<file path="src/pkg/bag_pkg.sv">
// Package with constants, types and descriptor layout for the buffer address generator
package bag_pkg;

	// Descriptor field positions
	localparam int BASE_LSB       = 0;
	localparam int BASE_W         = 48;
	localparam int STRIDE_LSB     = 48;
	localparam int STRIDE_W       = 14;
	localparam int SWZ_EN_BIT     = 63;
	localparam int NUMREC_LSB     = 64;
	localparam int NUMREC_W       = 32;
	localparam int SEL_LSB        = 96;
	localparam int SEL_W          = 3;
	localparam int IDX_GRP_LSB    = 117;
	localparam int ADD_LANE_BIT   = 119;
	localparam int BOUNDS_LSB     = 124;
	localparam int TYPE_LSB       = 126;

	// Fixed transfer unit and lane widths
	localparam int UNIT_BYTES     = 4;
	localparam int UNIT_SHIFT     = 2;
	localparam int LANE_W         = 6;
	localparam int HALF_W         = 16;
	localparam int LSHARE_GRAN_SH = 7;   // 32 words = 128 bytes
	localparam int ADDR_W         = 48;

	// Register bus map, byte addresses
	localparam logic [7:0] OFS_CTRL   = 8'h00;
	localparam logic [7:0] OFS_STATUS = 8'h04;
	localparam logic [7:0] OFS_LSBASE = 8'h08;
	localparam logic [7:0] OFS_LSSIZE = 8'h0C;
	localparam logic [31:0] CTRL_RST  = 32'h0000_0000;

	// Responses
	localparam logic [1:0] RESP_OKAY   = 2'h0;
	localparam logic [1:0] RESP_SLVERR = 2'h2;

	// Alignment policy codes
	typedef enum logic [1:0] {
		ALIGN_WORD   = 2'h0,
		ALIGN_STRICT_WORD = 2'h1,
		ALIGN_STRICT = 2'h2,
		ALIGN_NONE   = 2'h3
	} bag_align_t;

	// Operation kinds
	typedef enum logic [1:0] {
		OP_LOAD   = 2'h0,
		OP_STORE  = 2'h1,
		OP_ATOMIC = 2'h2
	} bag_op_t;

	// Channel select values
	localparam logic [2:0] SEL_ZERO = 3'h0;
	localparam logic [2:0] SEL_ONE  = 3'h1;
	localparam logic [2:0] SEL_R    = 3'h4;
	localparam logic [2:0] SEL_G    = 3'h5;
	localparam logic [2:0] SEL_B    = 3'h6;
	localparam logic [2:0] SEL_A    = 3'h7;

	// Cache policies
	typedef enum logic [2:0] {
		POL_LRU        = 3'h0,
		POL_HIT_LRU    = 3'h1,
		POL_MISS_EVICT = 3'h2,
		POL_STREAM     = 3'h3,
		POL_HIT_NOALLOC = 3'h4,
		POL_BYPASS     = 3'h5
	} bag_pol_t;

	// One lane request from the shader core
	typedef struct packed {
		bag_op_t      op;
		logic         formatted;
		logic         half_word_low_variant;
		logic         half_word_high_variant;
		logic         byte_load;
		logic         to_local_share;
		logic         fault_status_enable;
		logic         idx_from_reg;
		logic         off_from_reg;
		logic         bypass_first;
		logic         system_coherence_flag;
		logic         device_coherence_flag;
		logic [2:0]   size_log2;
		logic [5:0]   lane_index;
		logic [11:0]  imm_offset;
		logic [31:0]  lane_idx;
		logic [31:0]  lane_off;
		logic [31:0]  scalar_off;
		logic [31:0]  data;
		logic [127:0] desc;
	} bag_req_t;

	// Result towards the cache
	typedef struct packed {
		logic [47:0]  mem_addr;
		logic [31:0]  local_addr;
		logic         local_ok;
		logic         unbound;
		logic         align_fault;
		logic         return_data;
		logic         first_invalidate;
		bag_pol_t     pol_l2;
		bag_pol_t     pol_l1;
		bag_pol_t     pol_l0;
		logic [1:0]   bounds_sel;
		logic         is_buffer;
		logic [31:0]  num_records;
		logic         rec_in_bytes;
		logic [11:0]  sels;
		logic [31:0]  wdata;
	} bag_res_t;

endpackage : bag_pkg

</file>
<file path="src/rtl/bag_core.sv">
// Buffer address generator with AXI4-Lite control registers
//
// Chosen here: the AXI4-Lite register port and the placing of the registers.
`timescale 1ns/1ps
module bag_core
	import bag_pkg::*;
(
	// Clock and reset
	input  wire logic        aclk,
	input  wire logic        aresetn,
	// AXI4-Lite write
	input  wire logic [7:0]  s_axi_awaddr,
	input  wire logic        s_axi_awvalid,
	output logic             s_axi_awready,
	input  wire logic [31:0] s_axi_wdata,
	input  wire logic [3:0]  s_axi_wstrb,
	input  wire logic        s_axi_wvalid,
	output logic             s_axi_wready,
	output logic [1:0]       s_axi_bresp,
	output logic             s_axi_bvalid,
	input  wire logic        s_axi_bready,
	// AXI4-Lite read
	input  wire logic [7:0]  s_axi_araddr,
	input  wire logic        s_axi_arvalid,
	output logic             s_axi_arready,
	output logic [31:0]      s_axi_rdata,
	output logic [1:0]       s_axi_rresp,
	output logic             s_axi_rvalid,
	input  wire logic        s_axi_rready,
	// Request from shader core
	input  wire logic        req_valid,
	input  bag_req_t         req,
	// Result towards cache
	output logic             res_valid,
	output bag_res_t         res
);

	// Control registers
	logic [31:0] ctrl;
	logic [31:0] ls_base;
	logic [31:0] ls_size;
	logic [15:0] local_offset_register;
	logic [31:0] req_count;
	logic [31:0] fault_count;

	bag_align_t alignment_policy;
	assign alignment_policy = bag_align_t'(ctrl[1:0]);
	assign local_offset_register = ctrl[31:16];

	// Descriptor fields
	logic [47:0] d_base;
	logic [13:0] d_stride;
	logic        d_swz;
	logic [31:0] d_numrec;
	logic [1:0]  d_grp_code;
	logic        d_add_lane;
	logic [1:0]  d_bounds;
	logic [1:0]  d_type;
	logic        d_unbound;
	logic [6:0]  grp_shift;

	always_comb begin
		d_base     = req.desc[BASE_LSB +: BASE_W];
		d_stride   = req.desc[STRIDE_LSB +: STRIDE_W];
		d_swz      = req.desc[SWZ_EN_BIT];
		d_numrec   = req.desc[NUMREC_LSB +: NUMREC_W];
		d_grp_code = req.desc[IDX_GRP_LSB +: 2];
		d_add_lane = req.desc[ADD_LANE_BIT];
		d_bounds   = req.desc[BOUNDS_LSB +: 2];
		d_type     = req.desc[TYPE_LSB +: 2];
		d_unbound  = (req.desc == '0);
		grp_shift  = 7'(3 + d_grp_code);
	end

	// Channel selects, kept only when legal codes
	logic [11:0] sels;
	genvar gi;
	generate
		for (gi = 0; gi < 4; gi++) begin : g_sel
			logic [2:0] s;
			assign s = req.desc[SEL_LSB + gi*SEL_W +: SEL_W];
			// Unknown codes read as constant zero
			assign sels[gi*3 +: 3] = (s == SEL_ONE || s >= SEL_R) ? s : SEL_ZERO;
		end
	endgenerate

	// Index and offset forming
	logic [32:0] idx;
	logic [32:0] off;
	logic [32:0] mem_idx;
	logic [6:0]  grp_size;

	always_comb begin
		mem_idx = {1'b0, (req.idx_from_reg ? req.lane_idx : 32'h0000_0000)};
		if (d_add_lane)
			mem_idx = mem_idx + {27'h0, req.lane_index};
		idx = mem_idx;
		off = {1'b0, (req.off_from_reg ? req.lane_off : 32'h0000_0000)}
			+ {21'h0, req.imm_offset};
		grp_size = 7'(7'h01 << grp_shift[2:0]);
	end

	// Swizzle or linear buffer offset
	logic [47:0] idx_q;
	logic [47:0] idx_r;
	logic [47:0] off_q;
	logic [47:0] off_r;
	logic [47:0] buf_off;

	always_comb begin
		idx_q = 48'(idx >> grp_shift[2:0]);
		idx_r = 48'(idx) & 48'(grp_size - 7'h01);
		off_q = 48'(off >> UNIT_SHIFT);
		off_r = 48'(off) & 48'(UNIT_BYTES - 1);
		if (d_swz)
			buf_off = 48'(((idx_q * 48'(d_stride) + (off_q << UNIT_SHIFT)) << grp_shift[2:0])
				+ (idx_r << UNIT_SHIFT) + off_r);
		else
			buf_off = 48'(off) + 48'(idx) * 48'(d_stride);
	end

	// Final address and alignment
	logic [47:0] raw_addr;
	logic [47:0] mem_addr;
	logic [2:0]  need;
	logic        misaligned;
	logic        align_fault;

	always_comb begin
		raw_addr   = d_base + {16'h0, req.scalar_off} + buf_off;
		mem_addr   = raw_addr;
		need       = (req.size_log2 > 3'(UNIT_SHIFT)) ? 3'(UNIT_SHIFT) : req.size_log2;
		misaligned = (raw_addr[1:0] & 2'((3'h1 << need) - 3'h1)) != 2'h0;
		align_fault = 1'b0;
		if (!req.formatted) begin
			unique case (alignment_policy)
				ALIGN_WORD:        mem_addr[1:0] = raw_addr[1:0] & ~2'((3'h1 << need) - 3'h1);
				ALIGN_STRICT_WORD: align_fault = misaligned;
				ALIGN_STRICT:      align_fault = misaligned;
				ALIGN_NONE:        align_fault = 1'b0;
			endcase
			if (req.size_log2 >= 3'(UNIT_SHIFT))
				mem_addr[1:0] = 2'h0;
		end
	end

	// Local share address and its bound
	logic [31:0] local_addr;
	logic        local_ok;

	always_comb begin
		local_addr = (ls_base << LSHARE_GRAN_SH) + {16'h0, local_offset_register}
			+ {20'h0, req.imm_offset} + {24'h0, req.lane_index, 2'h0};
		local_ok = req.to_local_share && !req.fault_status_enable
			&& (local_addr >= (ls_base << LSHARE_GRAN_SH))
			&& (local_addr < ((ls_base + ls_size) << LSHARE_GRAN_SH));
	end

	// Write data narrowing for half-word and byte forms
	logic [31:0] wdata;

	always_comb begin
		wdata = req.data;
		if (req.half_word_high_variant)
			wdata = {16'h0000, req.data[31:16]};
		else if (req.half_word_low_variant)
			wdata = {16'h0000, req.data[15:0]};
		if (req.byte_load && (req.half_word_low_variant || req.half_word_high_variant))
			wdata = {16'h0000, 8'h00, wdata[7:0]};
	end

	// Cache policy selection
	bag_pol_t pol_l2;
	bag_pol_t pol_l1;
	bag_pol_t pol_l0;

	always_comb begin
		pol_l0 = req.bypass_first ? POL_MISS_EVICT : POL_HIT_LRU;
		if (req.op == OP_LOAD) begin
			unique case ({req.system_coherence_flag, req.device_coherence_flag})
				2'h0: begin pol_l2 = POL_LRU;         pol_l1 = POL_HIT_LRU;    end
				2'h1: begin pol_l2 = POL_LRU;         pol_l1 = POL_MISS_EVICT; end
				2'h2: begin pol_l2 = POL_STREAM;      pol_l1 = POL_HIT_LRU;    end
				2'h3: begin pol_l2 = POL_HIT_NOALLOC; pol_l1 = POL_MISS_EVICT; end
			endcase
		end else begin
			unique case ({req.system_coherence_flag, req.device_coherence_flag})
				2'h0: pol_l2 = POL_LRU;
				2'h1: pol_l2 = POL_BYPASS;
				2'h2: pol_l2 = POL_STREAM;
				2'h3: pol_l2 = POL_HIT_NOALLOC;
			endcase
			pol_l1 = POL_BYPASS;
			pol_l0 = POL_MISS_EVICT;
		end
	end

	// Registered result
	always_ff @(posedge aclk) begin
		if (!aresetn) begin
			res_valid <= 1'b0;
			res       <= '0;
		end else begin
			res_valid <= req_valid;
			if (req_valid) begin
				res.mem_addr     <= mem_addr;
				res.local_addr   <= local_addr;
				res.local_ok     <= local_ok;
				res.unbound      <= d_unbound;
				res.align_fault  <= align_fault;
				res.return_data  <= (req.op == OP_LOAD) && !d_unbound
					|| (req.op == OP_ATOMIC) && req.bypass_first;
				res.first_invalidate <= (req.op == OP_LOAD) && req.bypass_first
					|| (req.op == OP_STORE);
				res.pol_l2       <= pol_l2;
				res.pol_l1       <= pol_l1;
				res.pol_l0       <= pol_l0;
				res.bounds_sel   <= d_bounds;
				res.is_buffer    <= (d_type == 2'h0);
				res.num_records  <= d_numrec;
				res.rec_in_bytes <= (d_stride == 14'h0000);
				res.sels         <= d_unbound ? 12'h000 : sels;
				res.wdata        <= wdata;
			end
		end
	end

	// Statistics shown in status
	always_ff @(posedge aclk) begin
		if (!aresetn) begin
			req_count   <= 32'h0000_0000;
			fault_count <= 32'h0000_0000;
		end else if (req_valid) begin
			req_count <= req_count + 32'h0000_0001;
			if (align_fault)
				fault_count <= fault_count + 32'h0000_0001;
		end
	end

	// AXI write channel capture
	logic        aw_held;
	logic        w_held;
	logic [7:0]  aw_addr;
	logic [31:0] w_data;
	logic [3:0]  w_strb;

	// Address ready, dropped on capture, raised again once the write response is taken
	always_ff @(posedge aclk) begin
		if (!aresetn)
			s_axi_awready <= 1'b0;
		else if (s_axi_awvalid && s_axi_awready)
			s_axi_awready <= 1'b0;
		else if (!aw_held && !s_axi_bvalid)
			s_axi_awready <= 1'b1;
	end

	// Data ready, same life cycle as the address ready
	always_ff @(posedge aclk) begin
		if (!aresetn)
			s_axi_wready <= 1'b0;
		else if (s_axi_wvalid && s_axi_wready)
			s_axi_wready <= 1'b0;
		else if (!w_held && !s_axi_bvalid)
			s_axi_wready <= 1'b1;
	end

	always_ff @(posedge aclk) begin
		if (!aresetn) begin
			aw_held <= 1'b0;
			w_held  <= 1'b0;
			aw_addr <= 8'h00;
			w_data  <= 32'h0000_0000;
			w_strb  <= 4'h0;
		end else begin
			if (s_axi_awvalid && s_axi_awready) begin
				aw_held <= 1'b1;
				aw_addr <= s_axi_awaddr;
			end
			if (s_axi_wvalid && s_axi_wready) begin
				w_held <= 1'b1;
				w_data <= s_axi_wdata;
				w_strb <= s_axi_wstrb;
			end
			if (aw_held && w_held) begin
				aw_held <= 1'b0;
				w_held  <= 1'b0;
			end
		end
	end

	// Register update and write response
	function automatic logic [31:0] bag_merge(logic [31:0] old, logic [31:0] nw, logic [3:0] st);
		logic [31:0] r;
		r = old;
		for (int b = 0; b < 4; b++)
			if (st[b])
				r[b*8 +: 8] = nw[b*8 +: 8];
		return r;
	endfunction : bag_merge

	always_ff @(posedge aclk) begin
		if (!aresetn) begin
			ctrl         <= CTRL_RST;
			ls_base      <= 32'h0000_0000;
			ls_size      <= 32'h0000_0000;
			s_axi_bvalid <= 1'b0;
			s_axi_bresp  <= RESP_OKAY;
		end else begin
			if (aw_held && w_held) begin
				s_axi_bvalid <= 1'b1;
				s_axi_bresp  <= RESP_OKAY;
				unique case (aw_addr)
					OFS_CTRL:   ctrl    <= bag_merge(ctrl, w_data, w_strb);
					OFS_LSBASE: ls_base <= bag_merge(ls_base, w_data, w_strb);
					OFS_LSSIZE: ls_size <= bag_merge(ls_size, w_data, w_strb);
					OFS_STATUS: s_axi_bresp <= RESP_SLVERR;
					default:    s_axi_bresp <= RESP_SLVERR;
				endcase
			end else if (s_axi_bvalid && s_axi_bready) begin
				s_axi_bvalid <= 1'b0;
			end
		end
	end

	// Read address ready, dropped on capture, raised once the data is taken
	always_ff @(posedge aclk) begin
		if (!aresetn)
			s_axi_arready <= 1'b0;
		else if (s_axi_arvalid && s_axi_arready)
			s_axi_arready <= 1'b0;
		else if (!s_axi_rvalid)
			s_axi_arready <= 1'b1;
	end

	// Read channel

	always_ff @(posedge aclk) begin
		if (!aresetn) begin
			s_axi_rvalid <= 1'b0;
			s_axi_rdata  <= 32'h0000_0000;
			s_axi_rresp  <= RESP_OKAY;
		end else if (s_axi_arvalid && s_axi_arready) begin
			s_axi_rvalid <= 1'b1;
			s_axi_rresp  <= RESP_OKAY;
			unique case (s_axi_araddr)
				OFS_CTRL:   s_axi_rdata <= ctrl;
				OFS_STATUS: s_axi_rdata <= {fault_count[15:0], req_count[15:0]};
				OFS_LSBASE: s_axi_rdata <= ls_base;
				OFS_LSSIZE: s_axi_rdata <= ls_size;
				default: begin
					s_axi_rdata <= 32'h0000_0000;
					s_axi_rresp <= RESP_SLVERR;
				end
			endcase
		end else if (s_axi_rvalid && s_axi_rready) begin
			s_axi_rvalid <= 1'b0;
		end
	end

endmodule : bag_core

</file>
<file path="config.mk">
export PLATFORM = sky130hd
export DESIGN_NAME = bag_core
export DESIGN_NICKNAME = d
export VERILOG_FILES = /design/src/pkg/bag_pkg.sv /design/src/rtl/bag_core.sv
export SDC_FILE = /design/constraint.sdc
export NUM_CORES = 2
export LEC_CHECK = 0
export ABC_CLOCK_PERIOD_IN_PS = 17100
export BUFFER_PORTS_ARGS = -buffer_cell sky130_fd_sc_hd__buf_2
export CORE_ASPECT_RATIO = 1.2
export CORE_MARGIN = 2
export CORE_UTILIZATION = 63
export CTS_CLUSTER_DIAMETER = 200
export CTS_CLUSTER_SIZE = 28
export DETAILED_ROUTE_END_ITERATION = 8
export PLACE_DENSITY = 0.84
export RECOVER_POWER = 50
export SLEW_MARGIN = 15
export SYNTH_ARGS = -nofsm -noshare
export SYNTH_HDL_FRONTEND = slang
export SYNTH_SLANG_ARGS = --single-unit
</file>
<file path="constraint.sdc">
create_clock -name aclk -period 17.1 [get_ports aclk]
set_input_delay 1.71 -clock aclk [delete_from_list [all_inputs] [get_ports aclk]]
set_output_delay 1.71 -clock aclk [all_outputs]
set_load 0.05 [all_outputs]
</file>
==> flow_metrics.py <==
metrics = {
    "die": {
        "fp.dieArea_um2": 96060,
        "core_area_um2": 92500,
        "floorplan.initialDensity": 0.6374,
        "row_count": 122,
        "floorplan.die.height_um": 339.1,
        "dieWidth_um": 283.3,
        "boundaryPins": 566,
    },
    "synthesis": {
        "ys.warnings.count": 0,
        "synth_simple_gate_area_share": 0.1893,
        "yosys.cell_types.count": 97,
        "synth_seq_cells": 387,
        "post_synth.cell_area_avg_um2": 8.538,
        "post_synth_xor_area_fraction": 0.04145,
        "synth_compound_area_frac": 0.1179,
        "yosys-mux-area-fraction": 0.05872,
        "post_synthesis_adder_cell_area_fraction": 0.3755,
        "main_flop_type_after_synthesis": "dfxtp_1",
        "count_of_mapped_cells_out_of_synthesis": 6905,
        "synthesized_cell_area_um2": 58960,
        "async_flop_share": 0,
        "synth-edff-count": 0,
        "synth_sequential_area_ratio": 0.1314,
        "synth_top_family_by_area": "adder cells",
    },
    "cells_and_area": {
        "postLayoutCellArea_um2": 63340,
        "final-instance-count-excl-fill": 8522,
        "net_count_of_the_finished_layout": 8885,
        "final_common_cell": "nand2_1",
        "commonest_cells_after_routing_fill_and_taps_aside": "nand2_1, inv_1, fa_1",
        "post_route_cells_drive_above_1_share": 0.09479,
        "final.fill_count": 7716,
        "synthToLayoutAreaGrowth_pct": 7.434,
        "finalCoreUtilization": 0.6847,
    },
    "worst_setup_path": {
        "cpMostUsedCell": "a21oi_1",
        "required_ns": 17.55,
        "type_of_the_worst_setup_path": "in -> reg",
        "r2r_start": "ctrl[18]$_SDFFE_PN0P_",
        "r2r_setup_slack_ns": 10.33,
        "critical_path.startpoint": "req[280]",
        "path_max_fanout": 8,
        "crit_path_end_kind": "flop",
        "cp.arrival_ns": 17.05,
        "ff_to_ff_end": "res[93]$_SDFFE_PN0P_",
        "timing.critical_path.from_type": "input port",
        "timing.reg2reg.worst_path_depth": 33,
        "critPathSlowestCell": "xor2_1",
        "slowest_delay_ns": 0.67,
    },
    "cts": {
        "cts_max_path_buffers": 3,
        "post-cts-setup-buffer-count": 0,
        "clkSlewWorstSetupHoldPaths_ns": 0.10,
        "htree_levels": 1,
        "clkSinkCount": 387,
        "post_cts_resized": 0,
        "tritoncts": "built",
        "clock_tree.root_cell": "clkbuf_16",
        "ctsHoldBuffers": 0,
        "insertion_delay_ns": 0.59,
        "tritoncts_buffers": 18,
    },
    "sta": {
        "timing_max_transition_violations_final": 383,
        "min_period_ns": 16.61,
        "finalClockSkew_ns": 0.03533,
        "rsz0062_at_grt": "no",
        "finalSetupViolCount": 0,
        "finalCritPeriodShare": 0.9712,
        "setup-tns-final_ns": 0,
        "timing_hold_violations_final": 0,
        "worstMarginPinSlew_ns": 5.163,
        "maxSlewHeadroom": -2.442,
        "max_clock_freq_mhz": 60.21,
    },
    "hold_path": {
        "min_delay_path_depth": 2,
        "timing.hold.worst.start": "res[164]$_SDFFE_PN0P_",
        "whs_endpoint": "res[164]$_SDFFE_PN0P_",
        "hold_path_class": "reg -> reg",
    },
    "route": {
        "drt-vias-per-instance": 6.189,
        "drt_first_pass_iters": 7,
        "num_vias": 52740,
        "drtIter0Drc": 4720,
        "drt_drc_violations_left": 0,
        "postRouteAntennaNets": 0,
        "total_routed_length_um": 212600,
        "detail_route.wl_per_cell_um": 24.95,
    },
    "global_routing": {
        "grt-ovfl-total": 0,
        "grt_pass1_wl_um": 323300,
        "first_global_vias": 54820,
        "global_route.usage.total": 0.4405,
        "grt_max_degree": 123,
        "grt_antenna_before_repair": 36,
    },
    "flow_run": {
        "cap_viol_max_count": 4,
    },
    "placement": {
        "input_output_buffers": 562,
        "detailed_place_hpwl_um": 172300,
        "routabilityCongestion": 1.081,
        "dpl.cell_count": 8477,
        "placement.cell_area_um2": 62920,
    },
    "status": {
        "run_status": "finished with violations",
        "violations": "max-capacitance violations, max-slew violations",
    },
}
==> synthesized netlist by cell type, drive strengths merged, types with 20 or more instances <==
library cell	instances	share of area
nand2	981	0.062
inv	950	0.060
fa	818	0.28
ha	460	0.098
and2	390	0.041
dfxtp	387	0.13
clkbuf	304	0.019
a21oi	275	0.023
mux2i	257	0.044
nor2b	230	0.024
nor2	224	0.014
o21ai	205	0.017
xnor2	166	0.025
xor2	113	0.017
nand3	109	0.0093
a21o	95	0.012
nor3	68	0.0058
a21boi	67	0.0085
a22o	63	0.0094
buf	61	0.0055
and3	58	0.0062
nand4	57	0.0060
nand2b	48	0.0051
o21a	46	0.0060
o21bai	44	0.0056
nor4	43	0.0048
o211ai	35	0.0045
o211a	32	0.0054
mux2	29	0.0055
a211oi	27	0.0034
or3	27	0.0029
mux4	25	0.0095
a31oi	20	0.0021
==> worst max-delay path, delay by kind of cell <==
| family | cells | cell delay [ns] |
|---|---|---|
| simple gates | 10 | 1.61 |
| fa+ha+maj | 11 | 4.70 |
| mux | 2 | 0.48 |
| buf+inv | 6 | 0.53 |
| compound gates | 31 | 6.77 |
| xor+xnor | 3 | 1.21 |
==> flip-flops by register name, summed over array words and instances, names as in the netlist <==
signal,count
s_axi_rresp,1
ctrl,32
w_data,32
req_count,16
s_axi_rvalid,1
ls_size,32
s_axi_bresp,1
fault_count,16
w_strb,4
aw_held,1
res_valid,1
s_axi_rdata,32
s_axi_bvalid,1
w_held,1
s_axi_awready,1
s_axi_arready,1
ls_base,32
aw_addr,8
s_axi_wready,1
res,173
==> layout make-up <==
class | instances | area, µm² | area share
Antenna cell | 24 | 60.06 | 0.0009482
Tap cell | 1240 | 1551 | 0.02449
Sequential cell | 387 | 7747 | 0.1223
Clock buffer | 18 | 450.4 | 0.007111
Inverter | 954 | 3581 | 0.05653
Multi-Input combinational cell | 5201 | 46230 | 0.7298
Clock inverter | 3 | 52.55 | 0.0008296
Timing Repair Buffer | 695 | 3671 | 0.05796
==> logic make-up (layout without fill, tap and decap cells) <==
family	after synthesis	in the layout
simple gates	2287	2287
buf+inv	1319	1670
fa+ha+maj	1279	1279
compound gates	1042	1042
flops	387	387
mux	311	311
xor+xnor	279	279
other cells	1	27
==> worst max-delay path by stage <==
stage / slack, ns / depth (start not counted) / end
floorplan: 2.24 / 64 / res[173]$_SDFFE_PN0P_
global placement: 0.56 / 64 / res[172]$_SDFFE_PN0P_
detailed placement: 0.54 / 60 / res[173]$_SDFFE_PN0P_
CTS: 1.02 / 60 / res[173]$_SDFFE_PN0P_
global route: 0.04 / 63 / res[172]$_SDFFE_PN0P_
finish: 0.49 / 63 / res[172]$_SDFFE_PN0P_
==> stage by stage <==
stage | worst slack (ns) | hold slack, ns
after detailed placement | 0.5356 | 0.4411
after CTS | 1.018 | 0.4647
after global placement | 0.5558 | 0.4309
after floorplan | 2.235 | 0.4434
after global routing | 0.03653 | 0.4996
final | 0.4918 | 0.4675
==> metal layers <==
layer	wire, µm	GRT usage
met4	21160	0.3574
met5	110	0
met1	73520	0.5013
met2	96810	0.7116
met3	21040	0.1017
Power is not shown: default switching activity piles up to over one toggle a cycle in this logic, so the estimate is an artifact.
